`src/led_engine_pkg.sv`:
```
// Shared constants and types of the LED pattern engine
package led_engine_pkg;
  localparam int unsigned CORE_HZ     = 40_000_000;
  localparam int unsigned ENG_HZ      = 32_768;
  localparam int unsigned PWM_LOW_HZ  = 256;
  localparam int unsigned PWM_HIGH_HZ = 558;
  localparam logic [10:0] TICK_CYCLES   = 11'(CORE_HZ / ENG_HZ);
  localparam logic [9:0]  PWM_LOW_STEP  = 10'(CORE_HZ / (PWM_LOW_HZ * 256));
  localparam logic [9:0]  PWM_HIGH_STEP = 10'(CORE_HZ / (PWM_HIGH_HZ * 256));
  localparam logic [7:0] ADDR_DIR_BLUE  = 8'h02;
  localparam logic [7:0] ADDR_DIR_GREEN = 8'h03;
  localparam logic [7:0] ADDR_DIR_RED   = 8'h04;
  localparam logic [7:0] ADDR_CUR_BLUE  = 8'h05;
  localparam logic [7:0] ADDR_CUR_GREEN = 8'h06;
  localparam logic [7:0] ADDR_CUR_RED   = 8'h07;
  localparam logic [7:0] ADDR_CFG       = 8'h08;
  localparam logic [7:0] ADDR_STATUS    = 8'h0c;
  localparam logic [7:0] ADDR_SOFT_RST  = 8'h0d;
  localparam logic [7:0] ADDR_DIR_WHITE = 8'h0e;
  localparam logic [7:0] ADDR_CUR_WHITE = 8'h0f;
  localparam logic [7:0] ADDR_PROG_LO   = 8'h10;
  localparam logic [7:0] ADDR_PROG_HI   = 8'h6f;
  localparam logic [7:0] ADDR_MAP       = 8'h70;
  localparam logic [7:0] SOFT_RST_CODE  = 8'hff;
  localparam logic [7:0] CUR_RESET      = 8'haf;
  localparam logic [7:0] MAP_RESET      = 8'h39;
  localparam logic [7:0] CFG_RESET      = 8'h00;
  localparam int CFG_FAST_BIT  = 6;
  localparam int CFG_PSAVE_BIT = 5;
  localparam logic [1:0] CLK_EXT  = 2'h0;
  localparam logic [1:0] CLK_AUTO = 2'h2;
  // Upper five bits of the bus address; arbitrary value
  localparam logic [4:0] BUS_ADDR_BASE = 5'h0c;
  localparam int PROG_BYTES = 96;
  localparam int ENG_BYTES  = 32;

  typedef enum logic [2:0] {OP_RAMP = 3'h0, OP_SET = 3'h1, OP_START = 3'h2,
                            OP_BRANCH = 3'h3, OP_END = 3'h4, OP_TRIG = 3'h5} opcode_t;
  typedef struct packed {
    opcode_t op; logic prescale; logic [5:0] stepTime; logic sign; logic [6:0] incr;
    logic [7:0] value; logic [5:0] loopCount; logic [3:0] step; logic endInt;
    logic endRst; logic [5:0] trigWait; logic [5:0] trigSend;
  } instr_t;
  typedef struct packed {
    logic [3:0] pc; logic [7:0] pwm; logic [10:0] waitCnt; logic [6:0] rampLeft;
    logic rampOn; logic [5:0] loopLeft; logic loopOn; logic halted; logic [2:0] pend;
  } eng_t;
  typedef enum logic [2:0] {ST_IDLE = 3'h0, ST_ADDR = 3'h1, ST_REG = 3'h2, ST_WDATA = 3'h3,
                            ST_ACK = 3'h4, ST_RDATA = 3'h5, ST_RACK = 3'h6} bus_state_t;

  function automatic instr_t decodeInstr(input logic [15:0] w);
    instr_t d;
    d = '{op: OP_RAMP, prescale: w[14], stepTime: w[13:8], sign: w[7], incr: w[6:0],
          value: w[7:0], loopCount: w[12:7], step: w[3:0], endInt: w[12], endRst: w[11],
          trigWait: w[12:7], trigSend: w[6:1]};
    if (w == 16'h0000) d.op = OP_START;
    else if (w[15:14] == 2'h1 && w[13:8] == 6'h00) d.op = OP_SET;
    else if (w[15:13] == 3'h5) d.op = OP_BRANCH;
    else if (w[15:13] == 3'h6) d.op = OP_END;
    else if (w[15:13] == 3'h7) d.op = OP_TRIG;
    return d;
  endfunction : decodeInstr
endpackage : led_engine_pkg

```
`src/led_pattern_engine_mapping.sv`:
```
// Serial-bus register file, three pattern engines and channel source mapping
// Contract
// - White duty comes from map bits 7:6: 00 direct 0Eh, else engine 1-3.
// - Red duty comes from map bits 5:4: 00 direct 04h, else engine 1-3.
// - Green duty comes from map bits 3:2: 00 direct 03h, else engine 1-3.
// - Blue duty comes from map bits 1:0: 00 direct 02h, else engine 1-3.
// - Program memory sits at 10h-6Fh and clears to zero on reset.
// - Decode ramp/wait, set PWM (01, low byte) and all-zero restart.
// - Trigger holds wait flags and send flags for channels 5 to 0.
// - Config bit 6 low selects 256 Hz PWM clock.
// - Config bit 6 high selects 558 Hz PWM clock.
// - Config bits 1:0 equal 00 select external clock.
// - Codes 01 and 11 pick internal clock; 10 picks by detection.
// - Config bit 5 enables power save while outputs are inactive.
// - Current registers for blue, green, red, white at 05h-07h, 0Fh.
// - Direct white register supplies white duty under direct mapping.
// - Two select pins give one of four bus addresses.
module led_pattern_engine_mapping (
  input  wire logic            core_clk,
  input  wire logic            reset,
  input  wire logic            ce,
  input  wire logic            sclIn,
  input  wire logic            sdaIn,
  output      logic            sdaOut,
  output      logic            sdaOe,
  input  wire logic            bus_address_select_0,
  input  wire logic            bus_address_select_1,
  input  wire logic [2:0]      engineRun,
  input  wire logic            extClockDetected,
  output      logic [3:0]      ledPwm,
  output      logic [3:0][7:0] ledCurrent,
  output      logic            pwmFastSel,
  output      logic            powerSave,
  output      logic            extClockUsed
);
  import led_engine_pkg::*;

  // ********************
  // Register file and serial slave
  // ********************
  bus_state_t      stReg, stNext, afterReg, afterNext;
  logic [3:0]      cntReg, cntNext;
  logic [7:0]      shReg, shNext, ptrReg, ptrNext, rdData;
  logic            sdaOeReg, sdaOeNext, sclPrev, sdaPrev, softRst;
  logic [7:0]      cfgReg, cfgNext, mapReg, mapNext;
  logic [3:0][7:0] dirReg, dirNext, curReg, curNext;
  logic [7:0]      memReg [PROG_BYTES];
  logic [7:0]      memNext [PROG_BYTES];
  logic [2:0]      intReg, intNext, intSet, intClr;
  logic            sclRise, sclFall, startCond, stopCond, addrHit;
  eng_t [2:0]      engReg, engNext;
  instr_t [2:0]    curInstr;

  assign sclRise   = sclIn & ~sclPrev;
  assign sclFall   = ~sclIn & sclPrev;
  assign startCond = sclIn & sclPrev & sdaPrev & ~sdaIn;
  assign stopCond  = sclIn & sclPrev & ~sdaPrev & sdaIn;
  assign addrHit   = shReg[7:1] == {BUS_ADDR_BASE, bus_address_select_1, bus_address_select_0};

  always_comb begin
    case (ptrReg)
      ADDR_DIR_BLUE:  rdData = dirReg[0];
      ADDR_DIR_GREEN: rdData = dirReg[1];
      ADDR_DIR_RED:   rdData = dirReg[2];
      ADDR_DIR_WHITE: rdData = dirReg[3];
      ADDR_CUR_BLUE:  rdData = curReg[0];
      ADDR_CUR_GREEN: rdData = curReg[1];
      ADDR_CUR_RED:   rdData = curReg[2];
      ADDR_CUR_WHITE: rdData = curReg[3];
      ADDR_CFG:       rdData = cfgReg;
      ADDR_MAP:       rdData = mapReg;
      ADDR_STATUS:    rdData = {4'h0, extClockUsed, intReg[0], intReg[1], intReg[2]};
      default: begin
        if (ptrReg >= ADDR_PROG_LO && ptrReg <= ADDR_PROG_HI) begin
          rdData = memReg[7'(ptrReg - ADDR_PROG_LO)];
        end else begin
          rdData = 8'h00;
        end
      end
    endcase
  end

  always_comb begin
    stNext = stReg; afterNext = afterReg; cntNext = cntReg; shNext = shReg;
    ptrNext = ptrReg; sdaOeNext = sdaOeReg; cfgNext = cfgReg; mapNext = mapReg;
    dirNext = dirReg; curNext = curReg; memNext = memReg; softRst = 1'b0; intClr = 3'h0;
    if (startCond) begin
      stNext = ST_ADDR; cntNext = 4'h0; sdaOeNext = 1'b0;
    end else if (stopCond) begin
      stNext = ST_IDLE; sdaOeNext = 1'b0;
    end else begin
      case (stReg)
        ST_ADDR, ST_REG, ST_WDATA: begin
          if (sclRise) begin
            shNext = {shReg[6:0], sdaIn}; cntNext = cntReg + 4'h1;
          end else if (sclFall && cntReg == 4'h8) begin
            stNext = ST_ACK; cntNext = 4'h0; sdaOeNext = 1'b1;
            if (stReg == ST_ADDR) begin
              afterNext = shReg[0] ? ST_RDATA : ST_REG;
              if (!addrHit) begin
                stNext = ST_IDLE; sdaOeNext = 1'b0;
              end
            end else if (stReg == ST_REG) begin
              ptrNext = shReg; afterNext = ST_WDATA;
            end else begin
              ptrNext = ptrReg + 8'h01; afterNext = ST_WDATA;
              case (ptrReg)
                ADDR_DIR_BLUE:  dirNext[0] = shReg;
                ADDR_DIR_GREEN: dirNext[1] = shReg;
                ADDR_DIR_RED:   dirNext[2] = shReg;
                ADDR_DIR_WHITE: dirNext[3] = shReg;
                ADDR_CUR_BLUE:  curNext[0] = shReg;
                ADDR_CUR_GREEN: curNext[1] = shReg;
                ADDR_CUR_RED:   curNext[2] = shReg;
                ADDR_CUR_WHITE: curNext[3] = shReg;
                ADDR_CFG:       cfgNext = shReg;
                ADDR_MAP:       mapNext = shReg;
                ADDR_SOFT_RST:  softRst = shReg == SOFT_RST_CODE;
                default: begin
                  if (ptrReg >= ADDR_PROG_LO && ptrReg <= ADDR_PROG_HI) begin
                    memNext[7'(ptrReg - ADDR_PROG_LO)] = shReg;
                  end
                end
              endcase
            end
          end
        end
        ST_ACK: begin
          if (sclFall) begin
            stNext = afterReg; sdaOeNext = 1'b0;
            if (afterReg == ST_RDATA) begin
              // Status flags clear as the byte is taken for shifting out
              if (ptrReg == ADDR_STATUS) intClr = 3'h7;
              sdaOeNext = ~rdData[7]; shNext = {rdData[6:0], 1'b0};
              cntNext = 4'h1; ptrNext = ptrReg + 8'h01;
            end
          end
        end
        ST_RDATA: begin
          if (sclFall) begin
            if (cntReg == 4'h8) begin
              sdaOeNext = 1'b0; stNext = ST_RACK;
            end else begin
              sdaOeNext = ~shReg[7]; shNext = {shReg[6:0], 1'b0}; cntNext = cntReg + 4'h1;
            end
          end
        end
        ST_RACK: begin
          if (sclRise) begin
            stNext = sdaIn ? ST_IDLE : ST_ACK; afterNext = ST_RDATA;
          end
        end
        default: stNext = ST_IDLE;
      endcase
    end
    intNext = (intReg & ~intClr) | intSet;
    if (softRst) begin
      cfgNext = CFG_RESET; mapNext = MAP_RESET; dirNext = '0; intNext = 3'h0;
      curNext = {4{CUR_RESET}};
      for (int i = 0; i < PROG_BYTES; i++) memNext[i] = 8'h00;
    end
  end

  always_ff @(posedge core_clk) begin
    if (reset) begin
      stReg <= ST_IDLE; afterReg <= ST_IDLE; cntReg <= 4'h0; shReg <= 8'h00;
      ptrReg <= 8'h00; sdaOeReg <= 1'b0; sclPrev <= 1'b1; sdaPrev <= 1'b1;
      cfgReg <= CFG_RESET; mapReg <= MAP_RESET; dirReg <= '0; intReg <= 3'h0;
      curReg <= {4{CUR_RESET}};
      for (int i = 0; i < PROG_BYTES; i++) memReg[i] <= 8'h00;
    end else if (ce) begin
      stReg <= stNext; afterReg <= afterNext; cntReg <= cntNext; shReg <= shNext;
      ptrReg <= ptrNext; sdaOeReg <= sdaOeNext; sclPrev <= sclIn; sdaPrev <= sdaIn;
      cfgReg <= cfgNext; mapReg <= mapNext; dirReg <= dirNext; intReg <= intNext;
      curReg <= curNext; memReg <= memNext;
    end
  end

  assign sdaOe      = sdaOeReg;
  assign sdaOut     = 1'b0;
  assign ledCurrent = curReg;
  assign pwmFastSel = cfgReg[CFG_FAST_BIT];

  // ********************
  // Pattern engines
  // ********************
  logic [10:0] tickReg, tickNext;
  logic        engTick;
  logic [5:0]  loopLeft;

  assign engTick = tickReg == TICK_CYCLES - 11'h001;

  always_comb begin
    for (int e = 0; e < 3; e++) begin
      curInstr[e] = decodeInstr({memReg[7'(e * ENG_BYTES) + {2'h0, engReg[e].pc, 1'b0}],
                                 memReg[7'(e * ENG_BYTES) + {2'h0, engReg[e].pc, 1'b1}]});
    end
  end

  always_comb begin
    engNext = engReg; intSet = 3'h0; loopLeft = 6'h00;
    tickNext = engTick ? 11'h000 : tickReg + 11'h001;
    for (int e = 0; e < 3; e++) begin
      if (!engineRun[e]) begin
        engNext[e].halted = 1'b0;
      end else if (engTick && !engReg[e].halted) begin
        if (engReg[e].waitCnt != 11'h000) begin
          engNext[e].waitCnt = engReg[e].waitCnt - 11'h001;
        end else begin
          case (curInstr[e].op)
            OP_RAMP: begin
              // Prescale stretches each step thirty-two fold
              engNext[e].waitCnt = curInstr[e].prescale ? {curInstr[e].stepTime, 5'h00}
                                                        : {5'h00, curInstr[e].stepTime};
              if (!engReg[e].rampOn) begin
                engNext[e].rampOn = 1'b1; engNext[e].rampLeft = curInstr[e].incr;
              end else if (engReg[e].rampLeft != 7'h00) begin
                engNext[e].rampLeft = engReg[e].rampLeft - 7'h01;
                if (curInstr[e].sign && engReg[e].pwm != 8'h00) begin
                  engNext[e].pwm = engReg[e].pwm - 8'h01;
                end else if (!curInstr[e].sign && engReg[e].pwm != 8'hff) begin
                  engNext[e].pwm = engReg[e].pwm + 8'h01;
                end
              end else begin
                engNext[e].rampOn = 1'b0; engNext[e].waitCnt = 11'h000;
                engNext[e].pc = engReg[e].pc + 4'h1;
              end
            end
            OP_SET: begin
              engNext[e].pwm = curInstr[e].value; engNext[e].pc = engReg[e].pc + 4'h1;
            end
            OP_START: engNext[e].pc = 4'h0;
            OP_BRANCH: begin
              loopLeft = engReg[e].loopOn ? engReg[e].loopLeft : curInstr[e].loopCount;
              // Zero loop count repeats forever
              if (curInstr[e].loopCount == 6'h00 || loopLeft != 6'h00) begin
                engNext[e].pc = curInstr[e].step; engNext[e].loopOn = 1'b1;
                engNext[e].loopLeft = loopLeft - 6'h01;
              end else begin
                engNext[e].loopOn = 1'b0; engNext[e].pc = engReg[e].pc + 4'h1;
              end
            end
            OP_END: begin
              engNext[e].halted = 1'b1; intSet[e] = curInstr[e].endInt;
              if (curInstr[e].endRst) engNext[e].pc = 4'h0;
            end
            OP_TRIG: begin
              // Only channels 0-2 exist here; they stand for the three engines
              if ((curInstr[e].trigWait[2:0] & ~engReg[e].pend) == 3'h0) begin
                engNext[e].pend = engNext[e].pend & ~curInstr[e].trigWait[2:0];
                for (int j = 0; j < 3; j++) begin
                  if (curInstr[e].trigSend[j]) engNext[j].pend[e] = 1'b1;
                end
                engNext[e].pc = engReg[e].pc + 4'h1;
              end
            end
            default: engNext[e].pc = engReg[e].pc + 4'h1;
          endcase
        end
      end
    end
    if (softRst) engNext = '0;
  end

  always_ff @(posedge core_clk) begin
    if (reset) begin
      engReg <= '0; tickReg <= 11'h000;
    end else if (ce) begin
      engReg <= engNext; tickReg <= tickNext;
    end
  end

  // ********************
  // Channel mapping and PWM outputs
  // ********************
  logic [3:0][7:0] dutyReg, dutyNext;
  logic [9:0]      preReg, preNext;
  logic [7:0]      phaseReg, phaseNext;
  logic [3:0]      pinNext;
  logic            psNext, extNext, preWrap;
  logic [1:0]      sel;

  // Compare as at-or-above: a rate switch may leave the count past the new wrap point
  assign preWrap = preReg >= (cfgReg[CFG_FAST_BIT] ? PWM_HIGH_STEP : PWM_LOW_STEP) - 10'h001;

  always_comb begin
    sel = 2'h0;
    for (int i = 0; i < 4; i++) begin
      sel = mapReg[i * 2 +: 2];
      dutyNext[i] = sel == 2'h0 ? dirReg[i] : engReg[sel - 2'h1].pwm;
      pinNext[i] = phaseReg < dutyReg[i];
    end
    preNext = preWrap ? 10'h000 : preReg + 10'h001;
    phaseNext = preWrap ? phaseReg + 8'h01 : phaseReg;
    psNext = cfgReg[CFG_PSAVE_BIT] && dutyReg == '0;
    extNext = cfgReg[1:0] == CLK_EXT || (cfgReg[1:0] == CLK_AUTO && extClockDetected);
  end

  always_ff @(posedge core_clk) begin
    if (reset) begin
      dutyReg <= '0; preReg <= 10'h000; phaseReg <= 8'h00; ledPwm <= 4'h0;
      powerSave <= 1'b0; extClockUsed <= 1'b0;
    end else if (ce) begin
      dutyReg <= dutyNext; preReg <= preNext; phaseReg <= phaseNext; ledPwm <= pinNext;
      powerSave <= psNext; extClockUsed <= extNext;
    end
  end
endmodule : led_pattern_engine_mapping

```
`config.mk`:
```
export PLATFORM = sky130hd
export DESIGN_NAME = led_pattern_engine_mapping
export DESIGN_NICKNAME = d
export VERILOG_FILES = /design/src/led_engine_pkg.sv /design/src/led_pattern_engine_mapping.sv
export SDC_FILE = /design/constraint.sdc
export NUM_CORES = 2
export LEC_CHECK = 0
export CORE_AREA = 10 10 364 366
export DETAILED_ROUTE_END_ITERATION = 6
export DIE_AREA = 0 0 374 376
export DONT_BUFFER_PORTS = 1
export SLEW_MARGIN = 5
export SYNTH_ARGS = -nofsm -noshare
export SYNTH_HDL_FRONTEND = slang
export SYNTH_SLANG_ARGS = --single-unit
```
`constraint.sdc`:
```
create_clock -name core_clk -period 3.7 [get_ports core_clk]
set_input_delay 0.925 -clock core_clk [delete_from_list [all_inputs] [get_ports core_clk]]
set_output_delay 0.925 -clock core_clk [all_outputs]
set_load 0.02 [all_outputs]
```
; Word level (Yosys, flattened, before mapping)
; Index checks and enable logic that the tools add are counted.
[word_totals]
input_bits = 11
regBits = 1073
wordCells = 830
out_inout_bits = 41
[op_classes]
magnitude_cmp = 19
n_eq_ne = 114
bitwise = 37
n_reduce_logical = 152
add_sub_neg = 33
n_mux = 320
[op_table]
columns = op, n
row1 = $mux W768, 10
row2 = $bwmux W768, 1
row3 = $mux W8, 69
row4 = $mux W32, 16
row5 = $bmux W8 S7, 7
row6 = $bmux W42 S2, 4
row7 = $mux W23, 11
row8 = $mux W38, 6
row9 = $mux W3, 47
row10 = $mux W126, 1
row11 = $mux W19, 6
row12 = $mux W11, 10
row13 = $reduce_and A9 Y1, 12
row14 = $pmux W8 S11, 1
row15 = $mux W42, 2
row16 = $mux W1, 77
row17 = $mux W4, 19
row18 = $reduce_bool A2 Y1, 36
row19 = $ne A3 B3 Y1 const B, 22
row20 = $pmux W8 S2, 4
row21 = $pmux W4 S5, 3
row22 = $reduce_and A6 Y1, 10
row23 = $eq A3 B3 Y1 const B, 19
row24 = $demux W8 S7, 1
row25 = 81 further kinds, 281

; Longest topological paths before layout
[depth]
word_depth = 33
mapped_depth = 19
depth_no_buf = 15

; Worst setup path after synthesis
; OpenSTA, ideal clock, no wires.
[synth_timing]
path_kind = reg2reg
from = register engReg[124] (netlist bit)
to = register engReg[121] (netlist bit)
stages_incl_launch_ff = 18
period_less_slack_ns = 4.141
setup_time_ns = 0.074
arrival_time_ns = 4.067
path_slack_ns = -0.441
n_path_buf = 3
t_required_ns = 3.626
cell_sequence = dfxtp_1 > clkbuf_1 > buf_2 > buf_1 > mux4_2 > clkinv_4 > a21oi_1 > ha_1 > a21o_1 > a21oi_1 > nor2b_1 > o21a_1 > o41ai_1 > or3b_2 > o21ai_0 > a31o_2 > nand3_1 > o21ai_0
[synth_via]
elab_chain_cells = 17
word_cells_on_any_way = 40
classes_between = add/sub (2) / eq/ne (8) / mux (19) / bitwise (2) / reduce/logical (9)
[synth_rtl]
columns = item, line
row1 = start: declaration, led_pattern_engine_mapping.sv:51  ; eng_t [2:0] engReg, engNext;
row2 = start signal: assignment, led_pattern_engine_mapping.sv:269  ; engReg <= engNext; tickReg <= tickNext;
row3 = $add A7 B5 Y7, led_pattern_engine_mapping.sv:195  ; curInstr[e] = decodeInstr({memReg[7'(e * ENG_BYTES) + {2'h0, engReg[e].pc, 1'b0}],
row4 = $not A7 Y8 (implied by the code), led_pattern_engine_mapping.sv:195
row5 = $bmux W8 S7, led_pattern_engine_mapping.sv:195
row6 = $mux W8 (implied by the code) (2 in series), led_pattern_engine_mapping.sv:195
row7 = $eq A3 B3 Y1, led_engine_pkg.sv:60  ; else if (w[15:13] == 3'h7) d.op = OP_TRIG;
row8 = $mux W3, led_engine_pkg.sv:60
row9 = $mux W3, led_engine_pkg.sv:59  ; else if (w[15:13] == 3'h6) d.op = OP_END;
row10 = $mux W3, led_engine_pkg.sv:58  ; else if (w[15:13] == 3'h5) d.op = OP_BRANCH;
row11 = $mux W3, led_engine_pkg.sv:57  ; else if (w[15:14] == 2'h1 && w[13:8] == 6'h00) d.op = OP_SET;
row12 = $mux W3, led_engine_pkg.sv:56  ; if (w == 16'h0000) d.op = OP_START;
row13 = $eq A3 B1 Y1 / $logic_not A3 Y1 (equally long branches), led_pattern_engine_mapping.sv:210  ; case (curInstr[e].op)
row14 = $pmux W8 S2, led_pattern_engine_mapping.sv:210
row15 = $mux W12, led_pattern_engine_mapping.sv:207  ; if (engReg[e].waitCnt != 11'h000) begin
row16 = $mux W42, led_pattern_engine_mapping.sv:206  ; end else if (engTick && !engReg[e].halted) begin
row17 = $mux W38, led_pattern_engine_mapping.sv:204  ; if (!engineRun[e]) begin
row18 = $mux W126, led_pattern_engine_mapping.sv:262  ; if (softRst) engNext = '0;
; Several ways; a longest one is shown, not always the timed one. The select of a mux whose other input is x is not followed.
; A chain may end at the register's enable or synchronous reset.

; Worst setup path after layout
[layout_timing]
from = register engReg[122] (netlist bit)
to = register engReg[121] (netlist bit)
; The elaborated chain is that of the path after synthesis.

==> impl_metrics.toml <==
[timing]
rsz0062_at_grt = "yes"
min_period_over_period_pct = 99.15
finalSetupViolCount = 0
final.setup.worst_slack_ns = 0.03150
final_max_slew_viol_count = 0
slew_headroom_pct = 20.00
period_needed_ns = 3.669
fmax_mhz = 272.6
final_hold_viol_count = 0
setup-tns-final_ns = 0
whs_ns = 0.2368
skew_ns = 0.04435
worstMarginPinSlew_ns = 1.200

[grt]
grt_pass1_wl_um = 348200
grt_max_degree = 971
antenna_found_initial = 10
gr-total-overflow = 0
grt_pass1_vias = 51179
grt_use_total_pct = 32.07

[yosys]
syn-num-nets = 6510
syn-cell-area_um2 = 55880
synth_top_cell_area_share_pct = 38.44
async_flop_share_pct = 0
post-synth-top-area-cell = "dfxtp_1"
ys_top_cells_by_area = "dfxtp_1 38%, a22oi_1 16%, mux4_2 8.3%"
seq_area_frac_synth_pct = 38.44
synth_edf_count = 0
ys_types = 99
yosysMostFrequentCell = "nor2_1"
synth-main-ff-cell = "dfxtp_1"
ys_warn_count = 0
syn_inst = 6413
synth-seq-cells = 1073
synthTopCellsByCount = "1,209 x nor2_1, 1,207 x a22oi_1, 1,073 x dfxtp_1, 387 x clkbuf_1, 343 x nand2_1"
avgSynthCellArea_um2 = 8.713

[floorplan]
io_pins = 52
core_region_area_um2 = 125100
dieWidth_um = 374
dieArea_um2 = 140600
die_y_um = 376
rows = 130
start_util_pct = 44.67

[route]
top_layer_used = "met5"
num_vias = 55459
wl_met2_um = 100800
routed_wl_um = 237400
wl_per_cell_um = 28.62
drt-initial-drc-count = 8248
final_antenna_net_count = 0
drc_errors = 1
dr.pass1.iters = 7
viasPerCell = 6.686
routedLengthMet1_um = 94160
route.met3.wl_um = 26940

[clock_tree]
cts_buffers = 117
cts.clk_slew.worst_paths_ns = 0.07
cts_max_path_buffers = 3
cts_root_buf = "clkbuf_16"
h-tree-depth = 3
cts_tree = "built"
postCtsHoldBufs = 0
clk-insertion-delay-late_ns = 0.77
clock_sinks = 1073

[placement]
io_buffers = 0
place_hpwl_um = 168900
pre_cts_ws_ns = -0.1936
gp_congestion = 1.002
dpl_cell_area_um2 = 60530

[finish]
drive_gt1_share_pct = 16.57
final_nets = 6639
syn_to_final_growth_pct = 16.59
utilization_pct = 52.08
final_cell_area_um2 = 65150

[critical_path]
critical_path_class = "reg -> reg"
cp-endpoint = "engReg[121]"
crit_path_max_fanout = 7
r2r_cells = 16
rrSetupSlack_ns = 0.03
r2r_start = "engReg[122]"
worst_setup_path_start_kind = "flip-flop"
crit_required_ns = 4.39
r2r-end = "engReg[121]"
arrival_ns = 4.36
critPathCaptureType = "flip-flop"
critPathLaunch = "engReg[122]"

[pwr]
power_density_nw_per_um2 = 375.0
clockPowerShare_pct = 50.8
internal_power_uw = 18870
p_sw_share_pct = 22.75
vdd_drop_max_uv = 321.8
p_leak_uw = 0.02237
p_sw_uw = 5559
seqPwrFrac_pct = 47.4
combPwrFrac_pct = 1.8

[run_status]
outcome = "complete, but fails checks"
violations = "design-rule violations"

[hold_path]
hp-class = "in -> reg"

[flow_run]
drv_cap = 0
-- registers in the layout, indices dropped and copies added (netlist names), 3 cells and up --
register    flops
ptrReg          8
dutyReg        32
shReg           8
cntReg          4
engReg        126
cfgReg          8
dirReg         32
stReg           3
ledPwm          4
afterReg        3
phaseReg        8
mapReg          8
ledCurrent     32
memReg        768
preReg         10
intReg          3
tickReg        11
-- area by class of cell --
type	instances	area, um^2
Tap cell	1650	2064
Sequential cell	1073	21510
Clock buffer	159	3287
Antenna cell	2	5.005
Clock inverter	61	725.7
Multi-Input combinational cell	4705	32170
Fill cell	11662	59940
Timing Repair Buffer	545	5000
Inverter	100	381.6
-- layout by cell type, fill, tap and decap left out, types with 80 or more instances in the layout --
cell,synthesis,layout
nand4_1,82,82
ha_1,83,80
clkbuf_16,0,118
nand3_1,160,160
a21oi_1,242,235
inv_1,95,93
o21ai_0,145,141
o21ai_1,108,111
nor2_1,1209,1208
dfxtp_1,1073,1063
a22oi_1,1207,1207
mux4_2,207,207
nand2_1,343,343
buf_4,10,470
-- metrics by stage --
step	instances	total power (uW)
3_3_place_gp	8044	12080
3_5_place_dp	8044	12080
6_report	8295	24430
2_1_floorplan	6413	12150
5_1_grt	8293	24990
4_1_cts	8265	24310
-- logic make-up after synthesis --
| logic type | synth area share (%) |
|---|---|
| AOI/OAI and AO/OA | 26.47 |
| xor gates and xnor gates | 1.332 |
| adders and majority gates | 1.966 |
| buffers and inverters | 4.662 |
| DFF | 38.44 |
| muxes | 10.63 |
| other | 0.006711 |
| and+or+nand+nor | 16.49 |
-- worst min path at each step --
stage          slack, ns    endpoint  startpoint  cells past startpoint
3_5_place_dp        0.45  engReg[94]  engReg[94]                      2
6_report            0.24  engReg[96]       reset                      1
4_1_cts             0.25  engReg[45]          ce                      1
5_1_grt             0.23  engReg[99]       reset                      1
3_3_place_gp        0.44  engReg[90]  engReg[90]                      2
2_1_floorplan       0.43  engReg[90]  engReg[90]                      2
-- critical path, cell delays in order, from the launching register on --
cell and delay (ns):
dfxtp_4 0.41, mux4_2 0.53, mux4_2 0.59, clkinv_4 0.11, a21oi_4 0.05, ha_4 0.23, a21o_1 0.16, a21oi_2 0.14
nor2b_1 0.07, o21a_1 0.20, o41ai_2 0.33, buf_4 0.19, xor2_2 0.06, o41ai_1 0.24, a31o_2 0.15, nand3_1 0.07
o21ai_1 0.07
-- per-layer routing --
layer	GRT usage, %	up-vias
met1	42.41	26771
met4	18.37	14
met3	7.276	689
li1	-	24418
met2	47.91	3567
met5	0	-
-- power groups by stage --
stage / Sequential [uW] / Combinational, uW / Clock, uW
floorplan: 11800 / 322 / 0
global placement: 11800 / 237 / 0
detailed placement: 11800 / 238 / 0
CTS: 11600 / 239 / 12500
global route: 11600 / 474 / 12900
finish: 11600 / 444 / 12400
-- repair_timing --
item                                    4_1_cts  5_1_grt
gates resized for setup                      10       47
pin swaps                                     5       14
endpoints found under the setup margin       27      103
setup buffers                                 1       24
(Power assumes the default switching activity.)
